### src/hw/mgp_defs.vh
// Register map, field widths and reset values of the masked GPIO port
// Assumes inclusion by bare name from the design file
`ifndef MGP_DEFS_VH
`define MGP_DEFS_VH
`define MGP_BASE_PORT0   32'h50000000
`define MGP_BASE_PORT1   32'h50010000
`define MGP_BASE_PORT2   32'h50020000
`define MGP_WIN_MASK     32'hFFFF0000
`define MGP_OFF_GATE     12'h000
`define MGP_OFF_LIVE     12'h004
`define MGP_OFF_DRIVE    12'h008
`define MGP_OFF_HIGH     12'h00C
`define MGP_OFF_LOW      12'h010
`define MGP_OFF_FLIP     12'h014
`define MGP_OFF_DIR      12'h020
`define MGP_OFF_SENSE    12'h024
`define MGP_OFF_DUAL     12'h028
`define MGP_OFF_POL      12'h02C
`define MGP_OFF_IEN      12'h030
`define MGP_OFF_RAW      12'h034
`define MGP_OFF_GATED    12'h038
`define MGP_OFF_ICLR     12'h03C
`define MGP_OFF_RSVD     12'h040
`define MGP_RST_WORD     32'h00000000
`define MGP_RESP_OKAY    2'h0
`define MGP_RESP_SLVERR  2'h2
`define MGP_REG_WIDTH    32
`define MGP_WARM_STAGES  3
`endif

### src/hw/mgp_port.v
// Masked 32-bit GPIO port with per-pin edge/level interrupts, AXI4-Lite slave
// Assumes pads and pad function select outside; pin inputs are asynchronous
// Overview of operation
// - 32-bit registers, port uses low PIN_COUNT bits
// - Three instances at 0x5000/5001/5002 0000
// - Gate affects data registers, not direction/interrupts
// - Gate bit 0 allows, 1 blocks
// - Gated bits ignore drive writes and strobes
// - Gated bits read zero from live/drive
// - Live level reads every ungated digital pin
// - Analog selection makes live bit invalid
// - Drive value reaches pin only as GPIO output
// - Drive value reads stored contents
// - Strobes modify stored drive value only
// - Set strobe ones force drive high
// - Set strobe effect needs GPIO and output
// - Flip strobe ones toggle drive bits
// - Reset: inputs, all config registers zero
// - Pin interrupt: falling, rising, both, level
// - Clear strobe ones force drive low
// - Sense 0 edge, 1 level
// - Dual edge 1 triggers on both edges
`timescale 1ns/1ps
`default_nettype none
`include "mgp_defs.vh"
module mgp_port #(
  parameter PORT_INDEX = 0,
  parameter PIN_COUNT  = 32
) (
  input  wire        mclk,
  input  wire        reset_n,
  input  wire [31:0] s_axi_awaddr,
  input  wire        s_axi_awvalid,
  output reg         s_axi_awready,
  input  wire [31:0] s_axi_wdata,
  input  wire [3:0]  s_axi_wstrb,
  input  wire        s_axi_wvalid,
  output reg         s_axi_wready,
  output reg  [1:0]  s_axi_bresp,
  output reg         s_axi_bvalid,
  input  wire        s_axi_bready,
  input  wire [31:0] s_axi_araddr,
  input  wire        s_axi_arvalid,
  output reg         s_axi_arready,
  output reg  [31:0] s_axi_rdata,
  output reg  [1:0]  s_axi_rresp,
  output reg         s_axi_rvalid,
  input  wire        s_axi_rready,
  input  wire [31:0] padIn,
  input  wire [31:0] gpioFunctionSel,
  input  wire [31:0] analogFunctionSel,
  output reg  [31:0] padOut,
  output reg  [31:0] padOe,
  output reg         portIrq
);

  localparam [31:0] USED = (PIN_COUNT >= 32) ? 32'hFFFFFFFF : ((32'h00000001 << PIN_COUNT) - 32'h00000001);
  localparam [31:0] BASE = (PORT_INDEX == 2) ? `MGP_BASE_PORT2 :
                           (PORT_INDEX == 1) ? `MGP_BASE_PORT1 : `MGP_BASE_PORT0;

  function inWindow;
    input [31:0] a;
    begin
      inWindow = ((a & `MGP_WIN_MASK) == BASE);
    end
  endfunction

  function [31:0] laneMask;
    input [3:0] s;
    begin
      laneMask = {{8{s[3]}}, {8{s[2]}}, {8{s[1]}}, {8{s[0]}}};
    end
  endfunction

  // Byte-lane merge for read/write configuration registers
  function [31:0] mergeLanes;
    input [31:0] old;
    input [3:0]  s;
    input [31:0] bits;
    begin
      mergeLanes = (old & ~laneMask(s)) | bits;
    end
  endfunction

  // Aligned, mapped and outside the hole
  function legalOffset;
    input [11:0] off;
    begin
      legalOffset = (off <= `MGP_OFF_RSVD) && (off[1:0] == 2'h0) &&
                    !((off > `MGP_OFF_FLIP) && (off < `MGP_OFF_DIR));
    end
  endfunction

  reg  [31:0] gate_r;
  reg  [31:0] drive_r;
  reg  [31:0] dir_r;
  reg  [31:0] sense_r;
  reg  [31:0] dual_r;
  reg  [31:0] pol_r;
  reg  [31:0] ien_r;
  reg  [31:0] pinMeta_r;
  reg  [31:0] pinSync_r;
  reg  [31:0] pinPrev_r;
  reg  [31:0] awAddr_r;
  reg         awHave_r;
  reg  [31:0] wData_r;
  reg  [3:0]  wStrb_r;
  reg         wHave_r;

  reg  [31:0] drive_nxt;
  reg  [31:0] rdata_nxt;
  reg         rdOk;

  wire        doWrite = awHave_r && wHave_r && !s_axi_bvalid;
  wire [11:0] wOff    = awAddr_r[11:0];
  wire        wInWin  = inWindow(awAddr_r);
  wire [31:0] wBits   = wData_r & laneMask(wStrb_r) & USED;
  wire [31:0] open    = ~gate_r & USED;

  // Channel handshakes
  wire        awTake  = s_axi_awvalid && s_axi_awready;
  wire        wTake   = s_axi_wvalid && s_axi_wready;
  wire        bDone   = s_axi_bvalid && s_axi_bready;
  wire        arTake  = s_axi_arvalid && s_axi_arready;
  wire        rDone   = s_axi_rvalid && s_axi_rready;

  // Completed write aimed at one offset of this window
  function wrHit;
    input [11:0] off;
    begin
      wrHit = doWrite && wInWin && (wOff == off);
    end
  endfunction

  // Write strobes per target register
  wire        wrGate  = wrHit(`MGP_OFF_GATE);
  wire        wrDrive = wrHit(`MGP_OFF_DRIVE);
  wire        wrHigh  = wrHit(`MGP_OFF_HIGH);
  wire        wrLow   = wrHit(`MGP_OFF_LOW);
  wire        wrFlip  = wrHit(`MGP_OFF_FLIP);
  wire        wrDir   = wrHit(`MGP_OFF_DIR);
  wire        wrSense = wrHit(`MGP_OFF_SENSE);
  wire        wrDual  = wrHit(`MGP_OFF_DUAL);
  wire        wrPol   = wrHit(`MGP_OFF_POL);
  wire        wrIen   = wrHit(`MGP_OFF_IEN);
  wire        wrIclr  = wrHit(`MGP_OFF_ICLR);

  // Analog-selected pins read as invalid (zero)
  wire [31:0] liveLevel = pinSync_r & ~analogFunctionSel & USED;

  wire [31:0] iclr    = wrIclr ? wBits : 32'h00000000;
  wire [31:0] edgeHit;
  wire [31:0] levelHit;
  wire [31:0] rawFlags;
  wire [31:0] gatedFlags;

  // No edge until the sync chain holds real pad levels
  reg  [`MGP_WARM_STAGES-1:0] warm_r;
  wire                        histValid = warm_r[`MGP_WARM_STAGES-1];

  always @(posedge mclk or negedge reset_n) begin
    if (!reset_n) begin
      warm_r <= {`MGP_WARM_STAGES{1'b0}};
    end else begin
      warm_r <= {warm_r[`MGP_WARM_STAGES-2:0], 1'b1};
    end
  end

  // Per-pin interrupt slice
  genvar gi;
  generate
    for (gi = 0; gi < `MGP_REG_WIDTH; gi = gi + 1) begin : g_pin
      wire risen;
      wire fallen;
      reg  flag_r;
      assign risen  = pinSync_r[gi] & ~pinPrev_r[gi] & histValid;
      assign fallen = ~pinSync_r[gi] & pinPrev_r[gi] & histValid;
      assign edgeHit[gi]  = dual_r[gi] ? (risen | fallen) : (pol_r[gi] ? risen : fallen);
      assign levelHit[gi] = ~(pinSync_r[gi] ^ pol_r[gi]);
      // New edge wins over a clear in the same cycle
      always @(posedge mclk or negedge reset_n) begin
        if (!reset_n) begin
          flag_r <= 1'b0;
        end else begin
          flag_r <= ((flag_r & ~iclr[gi]) | edgeHit[gi]) & ~sense_r[gi] & USED[gi];
        end
      end
      // Sense selects level or latched edge
      assign rawFlags[gi]   = (sense_r[gi] ? levelHit[gi] : flag_r) & USED[gi];
      // Gated flag is raw AND enable
      assign gatedFlags[gi] = rawFlags[gi] & ien_r[gi];
    end
  endgenerate

  // Drive value update
  always @* begin
    drive_nxt = drive_r;
    if (wrDrive) begin
      drive_nxt = (drive_r & ~(open & laneMask(wStrb_r))) | (wBits & open);
    end
    if (wrHigh) begin
      drive_nxt = drive_r | (wBits & open);
    end
    if (wrLow) begin
      drive_nxt = drive_r & ~(wBits & open);
    end
    if (wrFlip) begin
      drive_nxt = drive_r ^ (wBits & open);
    end
  end

  // Read mux
  always @* begin
    rdata_nxt = 32'h00000000;
    rdOk      = inWindow(s_axi_araddr);
    case (s_axi_araddr[11:0])
      `MGP_OFF_GATE:  rdata_nxt = gate_r;
      // Live level of every ungated digital pin
      `MGP_OFF_LIVE:  rdata_nxt = liveLevel & open;
      `MGP_OFF_DRIVE: rdata_nxt = drive_r & open;
      `MGP_OFF_HIGH:  rdata_nxt = 32'h00000000;
      `MGP_OFF_LOW:   rdata_nxt = 32'h00000000;
      `MGP_OFF_FLIP:  rdata_nxt = 32'h00000000;
      `MGP_OFF_DIR:   rdata_nxt = dir_r;
      `MGP_OFF_SENSE: rdata_nxt = sense_r;
      `MGP_OFF_DUAL:  rdata_nxt = dual_r;
      `MGP_OFF_POL:   rdata_nxt = pol_r;
      `MGP_OFF_IEN:   rdata_nxt = ien_r;
      `MGP_OFF_RAW:   rdata_nxt = rawFlags;
      `MGP_OFF_GATED: rdata_nxt = gatedFlags;
      `MGP_OFF_ICLR:  rdata_nxt = 32'h00000000;
      `MGP_OFF_RSVD:  rdata_nxt = 32'h00000000;
      default:        rdOk = 1'b0;
    endcase
  end

  // Pin synchroniser and edge history
  always @(posedge mclk or negedge reset_n) begin
    if (!reset_n) begin
      pinMeta_r <= `MGP_RST_WORD;
      pinSync_r <= `MGP_RST_WORD;
      pinPrev_r <= `MGP_RST_WORD;
    end else begin
      pinMeta_r <= padIn;
      pinSync_r <= pinMeta_r;
      pinPrev_r <= pinSync_r;
    end
  end

  // AXI write channel capture and response
  always @(posedge mclk or negedge reset_n) begin
    if (!reset_n) begin
      awAddr_r      <= `MGP_RST_WORD;
      awHave_r      <= 1'b0;
      wData_r       <= `MGP_RST_WORD;
      wStrb_r       <= 4'h0;
      wHave_r       <= 1'b0;
      s_axi_awready <= 1'b0;
      s_axi_wready  <= 1'b0;
      s_axi_bvalid  <= 1'b0;
      s_axi_bresp   <= `MGP_RESP_OKAY;
    end else begin
      s_axi_awready <= !awHave_r && !s_axi_awready && !awTake && !s_axi_bvalid;
      s_axi_wready  <= !wHave_r && !s_axi_wready && !wTake && !s_axi_bvalid;
      if (awTake) begin
        awAddr_r <= s_axi_awaddr;
        awHave_r <= 1'b1;
      end
      if (wTake) begin
        wData_r <= s_axi_wdata;
        wStrb_r <= s_axi_wstrb;
        wHave_r <= 1'b1;
      end
      if (doWrite) begin
        awHave_r     <= 1'b0;
        wHave_r      <= 1'b0;
        s_axi_bvalid <= 1'b1;
        s_axi_bresp  <= (wInWin && legalOffset(wOff)) ? `MGP_RESP_OKAY : `MGP_RESP_SLVERR;
      end else if (bDone) begin
        s_axi_bvalid <= 1'b0;
      end
    end
  end

  // Register writes
  always @(posedge mclk or negedge reset_n) begin
    if (!reset_n) begin
      gate_r  <= `MGP_RST_WORD;
      drive_r <= `MGP_RST_WORD;
      dir_r   <= `MGP_RST_WORD;
      sense_r <= `MGP_RST_WORD;
      dual_r  <= `MGP_RST_WORD;
      pol_r   <= `MGP_RST_WORD;
      ien_r   <= `MGP_RST_WORD;
    end else begin
      drive_r <= drive_nxt;
      if (wrGate) begin
        gate_r <= mergeLanes(gate_r, wStrb_r, wBits);
      end
      if (wrDir) begin
        dir_r <= mergeLanes(dir_r, wStrb_r, wBits);
      end
      if (wrSense) begin
        sense_r <= mergeLanes(sense_r, wStrb_r, wBits);
      end
      if (wrDual) begin
        dual_r <= mergeLanes(dual_r, wStrb_r, wBits);
      end
      if (wrPol) begin
        pol_r <= mergeLanes(pol_r, wStrb_r, wBits);
      end
      if (wrIen) begin
        ien_r <= mergeLanes(ien_r, wStrb_r, wBits);
      end
    end
  end

  // AXI read channel
  always @(posedge mclk or negedge reset_n) begin
    if (!reset_n) begin
      s_axi_arready <= 1'b0;
      s_axi_rvalid  <= 1'b0;
      s_axi_rdata   <= `MGP_RST_WORD;
      s_axi_rresp   <= `MGP_RESP_OKAY;
    end else begin
      s_axi_arready <= !s_axi_arready && !s_axi_rvalid && !arTake;
      if (arTake) begin
        s_axi_rvalid <= 1'b1;
        s_axi_rdata  <= rdOk ? rdata_nxt : 32'h00000000;
        s_axi_rresp  <= rdOk ? `MGP_RESP_OKAY : `MGP_RESP_SLVERR;
      end else if (rDone) begin
        s_axi_rvalid <= 1'b0;
      end
    end
  end

  // Pad drive and combined interrupt
  always @(posedge mclk or negedge reset_n) begin
    if (!reset_n) begin
      padOut  <= `MGP_RST_WORD;
      padOe   <= `MGP_RST_WORD;
      portIrq <= 1'b0;
    end else begin
      // Strobe effect needs GPIO and output
      padOut  <= drive_nxt & dir_r & gpioFunctionSel & USED;
      padOe   <= dir_r & gpioFunctionSel & USED;
      portIrq <= |gatedFlags;
    end
  end

endmodule // mgp_port
`default_nettype wire

### config.mk
export PLATFORM = sky130hd
export DESIGN_NAME = mgp_port
export DESIGN_NICKNAME = d
export VERILOG_FILES = /design/src/hw/mgp_port.v
export VERILOG_INCLUDE_DIRS = /design/src /design/src/hw
export SDC_FILE = /design/constraint.sdc
export NUM_CORES = 1
export LEC_CHECK = 0
export BUFFER_PORTS_ARGS = -buffer_cell sky130_fd_sc_hd__buf_2
export CAP_MARGIN = 5
export CORE_ASPECT_RATIO = 1.1
export CORE_MARGIN = 8
export CORE_UTILIZATION = 35
export CTS_CLUSTER_DIAMETER = 50
export DETAILED_ROUTE_END_ITERATION = 8
export MAX_ROUTING_LAYER = met4
export PLACE_DENSITY_LB_ADDON = 0.15
export SETUP_SLACK_MARGIN = 0.4
export SLEW_MARGIN = 15
export SYNTH_ARGS = -nofsm -noshare
export SYNTH_HDL_FRONTEND = slang
export SYNTH_SLANG_ARGS = --single-unit
### constraint.sdc
create_clock -name mclk -period 4.4 [get_ports mclk]
set_clock_uncertainty 0.15 [all_clocks]
set_input_delay 0.66 -clock mclk [delete_from_list [all_inputs] [get_ports mclk]]
set_output_delay 0.66 -clock mclk [all_outputs]
set_load 0.01 [all_outputs]
# Word-level counts from Yosys, hierarchy flattened
# Index checks and enable logic that the tools add are counted.
dict set report word_totals {
  rom_bits 0
  word_cells 764
  n_memories 0
  ramBits 0
  ff_bits 531
  latch_bits 0
  inputBits 203
  output_inout_bits 106
}
dict set report op_classes {
  add_sub_neg 0
  div 0
  n_mul 0
  mux 114
  reduce_logical 51
  order_cmp 3
  bitwise_logic 511
  shifts 0
  n_eq_ne 26
}
# op count
set op_table {}
lappend op_table {{32-bit bitwise AND} 17}
lappend op_table {{32-bit one-hot mux with 10 select lines} 1}
lappend op_table {{32-bit bitwise OR} 8}
lappend op_table {{1-bit bitwise AND} 224}
lappend op_table {{32-bit two-way mux} 6}
lappend op_table {{12-bit by 6-bit equality test with 1-bit output (second input constant)} 14}
lappend op_table {{1-bit NOT} 160}
lappend op_table {{32-bit NOT} 5}
lappend op_table {{1-bit two-way mux} 105}
lappend op_table {{1-bit bitwise OR} 64}
lappend op_table {{12-bit by 4-bit equality test with 1-bit output (second input constant)} 4}
lappend op_table {{12-bit by 5-bit equality test with 1-bit output (second input constant)} 4}
lappend op_table {{16-bit by 15-bit equality test with 1-bit output (second input constant)} 2}
lappend op_table {{32-bit OR reduction} 1}
lappend op_table {{1-bit bitwise XOR} 32}
lappend op_table {{32-bit bitwise XOR} 1}
lappend op_table {{1-bit logical AND} 31}
lappend op_table {{12-bit zero test} 2}
lappend op_table {{15-bit OR reduction} 1}
lappend op_table {{12-bit by 3-bit equality test with 1-bit output (second input constant)} 1}
lappend op_table {{12-bit by 7-bit equality test with 1-bit output (second input constant)} 1}
lappend op_table {{12-bit by 5-bit > comparator with 1-bit output (second input constant)} 1}
lappend op_table {{12-bit by 7-bit less-or-equal comparator with 1-bit output (second input constant)} 1}
lappend op_table {{12-bit by 6-bit less-than comparator with 1-bit output (second input constant)} 1}
lappend op_table {{other kinds (4)} 18}

# Longest topological paths before layout
dict set report logic_depth {
  depth_word 11
  mapped_depth 9
  mapped_depth_nobuf 8
}

# Least setup slack after synthesis
# No wires, ideal clock.
dict set report synth_timing {
  path_type {input to register}
  start {in s_axi_araddr[3]}
  end {reg s_axi_rdata[11]}
  setup_slack_ns 1.839
  cell_stages 6
  path_buffers 1
  arrival_ns 2.325
  setup_ns 0.086
  required_time_ns 4.164
  cell_sequence {buf_2 > or4b_2 > nor3_1 > nand2_1 > o311a_1 > a32oi_1}
}
dict set report synth_via {
  elab_chain_cells 4
  elab_cells_between_ends 19
  classes_between {eq/ne: 14; mux: 3; reduce/logical: 2}
}
# element line_no
set synth_lines {}
lappend synth_lines {{start: declaration} mgp_port.v:42} ;# input wire [31:0] s_axi_araddr,
lappend synth_lines {{12-bit by 7-bit equality test with 1-bit output (tied with other cells)} mgp_port.v:216} ;# case (s_axi_araddr[11:0])
lappend synth_lines {{15-bit OR reduction (no line)} -}
lappend synth_lines {{1-bit two-way mux} mgp_port.v:216}
lappend synth_lines {{32-bit two-way mux (*)} mgp_port.v:329} ;# s_axi_rdata <= rdOk ? rdata_nxt : 32'h00000000;
lappend synth_lines {{end signal: assignment} mgp_port.v:323} ;# s_axi_rdata <= `MGP_RST_WORD;
lappend synth_lines {{end signal: assignment} mgp_port.v:329}
lappend synth_lines {{end: declaration} mgp_port.v:45} ;# output reg [31:0] s_axi_rdata,
# Every way passes the cells marked *; elsewhere a longest branch is shown, timed or not.
# A chain may end at the register's enable or synchronous reset.

# Worst setup path after layout
dict set report layout_timing {
  start {reg awAddr_r[8]}
  end {reg padOut[26]}
}
dict set report layout_via {
  elab_chain_cells 8
  elab_cells_between_ends 14
  classes_between {eq/ne: 4; mux: 4; bitwise: 2; reduce/logical: 4}
}
# element line_no
set layout_lines {}
lappend layout_lines {{start: declaration} mgp_port.v:104} ;# reg [31:0] awAddr_r;
lappend layout_lines {{start signal: assignment} mgp_port.v:253} ;# awAddr_r <= `MGP_RST_WORD;
lappend layout_lines {{start signal: assignment} mgp_port.v:266} ;# awAddr_r <= s_axi_awaddr;
lappend layout_lines {{12-bit by 4-bit equality test with 1-bit output} mgp_port.v:131} ;# wrHit = doWrite && wInWin && (wOff == off);
lappend layout_lines {{1-bit logical AND} mgp_port.v:131}
lappend layout_lines {{32-bit two-way mux} mgp_port.v:198} ;# if (wrDrive) begin
lappend layout_lines {{32-bit two-way mux} mgp_port.v:201} ;# if (wrHigh) begin
lappend layout_lines {{32-bit two-way mux} mgp_port.v:204} ;# if (wrLow) begin
lappend layout_lines {{32-bit two-way mux (*)} mgp_port.v:207} ;# if (wrFlip) begin
lappend layout_lines {{32-bit bitwise AND (*) (2 in a row)} mgp_port.v:345} ;# padOut <= drive_nxt & dir_r & gpioFunctionSel & USED;
lappend layout_lines {{end signal: assignment} mgp_port.v:340} ;# padOut <= `MGP_RST_WORD;
lappend layout_lines {{end signal: assignment} mgp_port.v:345}
lappend layout_lines {{end: declaration} mgp_port.v:52} ;# output reg [31:0] padOut,
# Marked as above.

==> key figures <==
Outcome
  • Status: completed

Die
  • Site Rows: 105
  • Starting density of the core: 35.4%
  • Io pins: 309
  • DIE HEIGHT: 304 um
  • Core area: 74600 um^2
  • Die Wd: 278 um
  • Total die area: 84500 um^2

Synthesis
  • Area share of xor/xnor cells in the synthesized design: 1.06%
  • Number of synthesized flops with an enable pin: 0
  • Synth top cells by count: dfrtp_1 (525), mux2_2 (283), nand2_1 (147), inv_1 (119), o21ai_0 (115)
  • Main combinational cell family by area after synthesis: multiplexers
  • Ys async rst share: 100%
  • Post-synthesis compound-gate area fraction: 14.9%
  • Syn avg cell area: 11.1 um^2
  • Post-Syn Area: 26400 um^2
  • Synth warn: 0
  • Multiplexer area fraction after synthesis: 15.4%
  • Top cell type's share of synthesized area: 49.8%
  • Leading area contributor after synthesis: dfrtp_1
  • Mapped Cells: 2381
  • Synth Area in Adders: 3.03%
  • Seq cells post-synth: 525
  • Post-synth top flop: dfrtp_1
  • Library cells used by synthesis: 81
  • Synth top area cells: dfrtp_1 (50%), mux2_2 (12%), ha_1 (3.0%)
  • Post-synthesis sequential area ratio: 49.8%
  • Post-Synth Simple-Gate Area: 12.4%
  • Count leader, synth: dfrtp_1

Clocking
  • Clock transition at path regs: 0.05 ns
  • Clock buffer depth: 3
  • CTS tree: yes
  • Clock Tree Root: clkbuf_16
  • Clock Sinks: 525
  • CTS HTree Levels: 3
  • Clk Latency, worst-skew pair: 0.62 ns
  • Num CTS Buffers: 71

Final layout
  • Nets@finish: 3010
  • Fill count: 7177
  • Post-layout util: 43.1%
  • Share of cells above drive strength 1: 31.6%
  • P&R area growth vs syn: 21.7%

Routing
  • DR pass1 iterations: 7
  • Post-route antenna net violation count: 0
  • DR WL/cell: 28.2 um
  • Final WL: 106 mm
  • Starting DRT DRC Count: 1939
  • Via density: 5.83
  • Vias post-DR: 22000
  • Remaining DRCs: 0

Global route
  • Total GRT Usage: 25.2%
  • Vias in the first global route: 22900
  • GRT Residual Overflow: 0
  • Largest net degree at the start of global routing: 100
  • First-pass GRT wire length: 156 mm
  • Initial antenna violation count: 8

Job
  • Max Cap Viol: 0

Worst setup path
  • Worst Path Required: 4.70 ns
  • CP Cell Sequence: nor4_1 -> and4_2 -> buf_4 -> and3_1 -> buf_4 -> nand2_1 -> a21oi_1
  • CP Data Arrival Time: 3.79 ns
  • Top delay family on crit path: simple AND/OR/NAND/NOR gates
  • CP startpoint: awAddr_r[8]
  • Slowest cell delay on critical path: 0.62 ns
  • Critical Path Fanout Max: 56
  • Worst setup EP type: flop
  • WP buf/inv: 2
  • R2r startpoint: awAddr_r[8]
  • Slowest-stage cell, CP: buf_4
  • Most used cell, CP: buf_4
  • Worst setup path category: reg -> reg
  • Crit path launch type: flop

STA
  • Crit share post-route: 79.2%
  • Hold Vio Cnt, Final: 0
  • Setup violations, final: 0
  • Setup TNS: 0 ns
  • Max transition margin: 24.2%
  • Fin crit period: 3.48 ns
  • RSZ-0062 raised after global routing: false
  • Fmax: 287 MHz
  • Slew Viols, Final: 0
  • Slew @ Worst Pin: 1.13 ns

Place
  • Routability cong.: 0.910
  • Post-DP HPWL: 74.2 mm
  • IO buf count: 298

Min path
  • Hold WC Path Type: in -> reg
  • Hold wc startpoint: padIn[17]

Pwr
  • Maximum vdd drop: 307 uV
  • Cell Pwr Density: 446 nW/um^2
  • Leak pwr: 14.3 nW
==> power by group <==
group | internal, mW | leakage [nW] | switching (mW)
Sequential | 5.20 | 6.78 | 0.816
Combinational | 0.969 | 6.38 | 1.39
Clock | 3.62 | 1.18 | 2.34
Total | 9.79 | 14.3 | 4.54
==> per-layer routing <==
metal  GRT usage (%)  up-vias  routed length [um]
met5               -        -                   0
met4            10.7        0                4550
met3            5.40      260                8400
met2            38.6     1011               48800
met1            32.3    11200               44500
li1                -     9511                   -
==> area by class of cell <==
class                   instances  area [um^2]  area share (%)
flip-flops and latches        525        13100            40.9
multi-input cells            1619        12400            38.7
repair buffers                407         2470            7.69
clock buffers                  92         2010            6.25
well taps                     963         1200            3.75
inverters                     119          447            1.39
clock inverters                38          417            1.30
diodes                          7         17.5          0.0545
==> placed cells by master, fill, tap and decap left out, types with 21 or more instances in the layout <==
master	netlist	layout
dfrtp_1	525	524
buf_2	16	297
mux2_2	283	283
nand2_1	147	144
inv_1	119	119
o21ai_0	115	115
a21oi_1	113	113
nor2_1	112	112
clkbuf_16	0	75
buf_4	2	72
a22oi_1	68	68
mux2i_1	67	67
ha_1	64	64
o22ai_1	44	44
nor3_1	39	39
nor4_1	39	38
a32oi_1	38	38
nor3b_1	35	35
and2_1	32	32
xnor2_1	32	32
dlygate4sd3_1	0	31
or2_2	28	28
o221ai_1	28	28
a21bo_2	28	28
nand3_1	26	25
a21boi_0	22	22
o21ai_1	21	21
==> stage by stage <==
step                      hold slack (ns)  area (um^2)  power, mW  setup WS, ns  instances
after floorplan                     0.181        26400       7.24          1.84       2382
after global placement              0.183        29400       8.30         0.900       3602
after detailed placement            0.185        29400       8.40         0.850       3602
after CTS                         0.00253        32100       14.4         0.920       3763
after global routing               0.0155        32100       14.9         0.738       3770
final                              0.0147        32100       14.3         0.916       3770
==> cells by family (layout without fill, tap and decap cells) <==
kind of cell | after synthesis | in the layout
AO/OA/AOI/OAI | 581 | 581
XOR/XNOR | 32 | 32
adder cells (fa/ha/maj) | 64 | 64
buffers and inverters | 238 | 656
flip-flops | 525 | 525
multiplexers | 366 | 366
other | 2 | 10
AND/OR/NAND/NOR | 573 | 573
==> final timing paths <==
check	end	slack, ns	depth (start not counted)
max in group asynchronous	async pin	2.42	3
max	padOut[26]	0.92	7
max reg2reg	padOut[26]	0.92	7
min reg2reg	pinSync_r[27]	0.20	0
min in group asynchronous	pinMeta_r[30]	0.54	2
min	pinMeta_r[17]	0.01	1
==> timing repair <==
item	in CTS	in global routing
hold buffers	31	0
hold endpoints to repair	32	0
gates resized for setup	0	0
buffers inserted	0	0
Note: power is estimated with default switching activity, not from simulation.
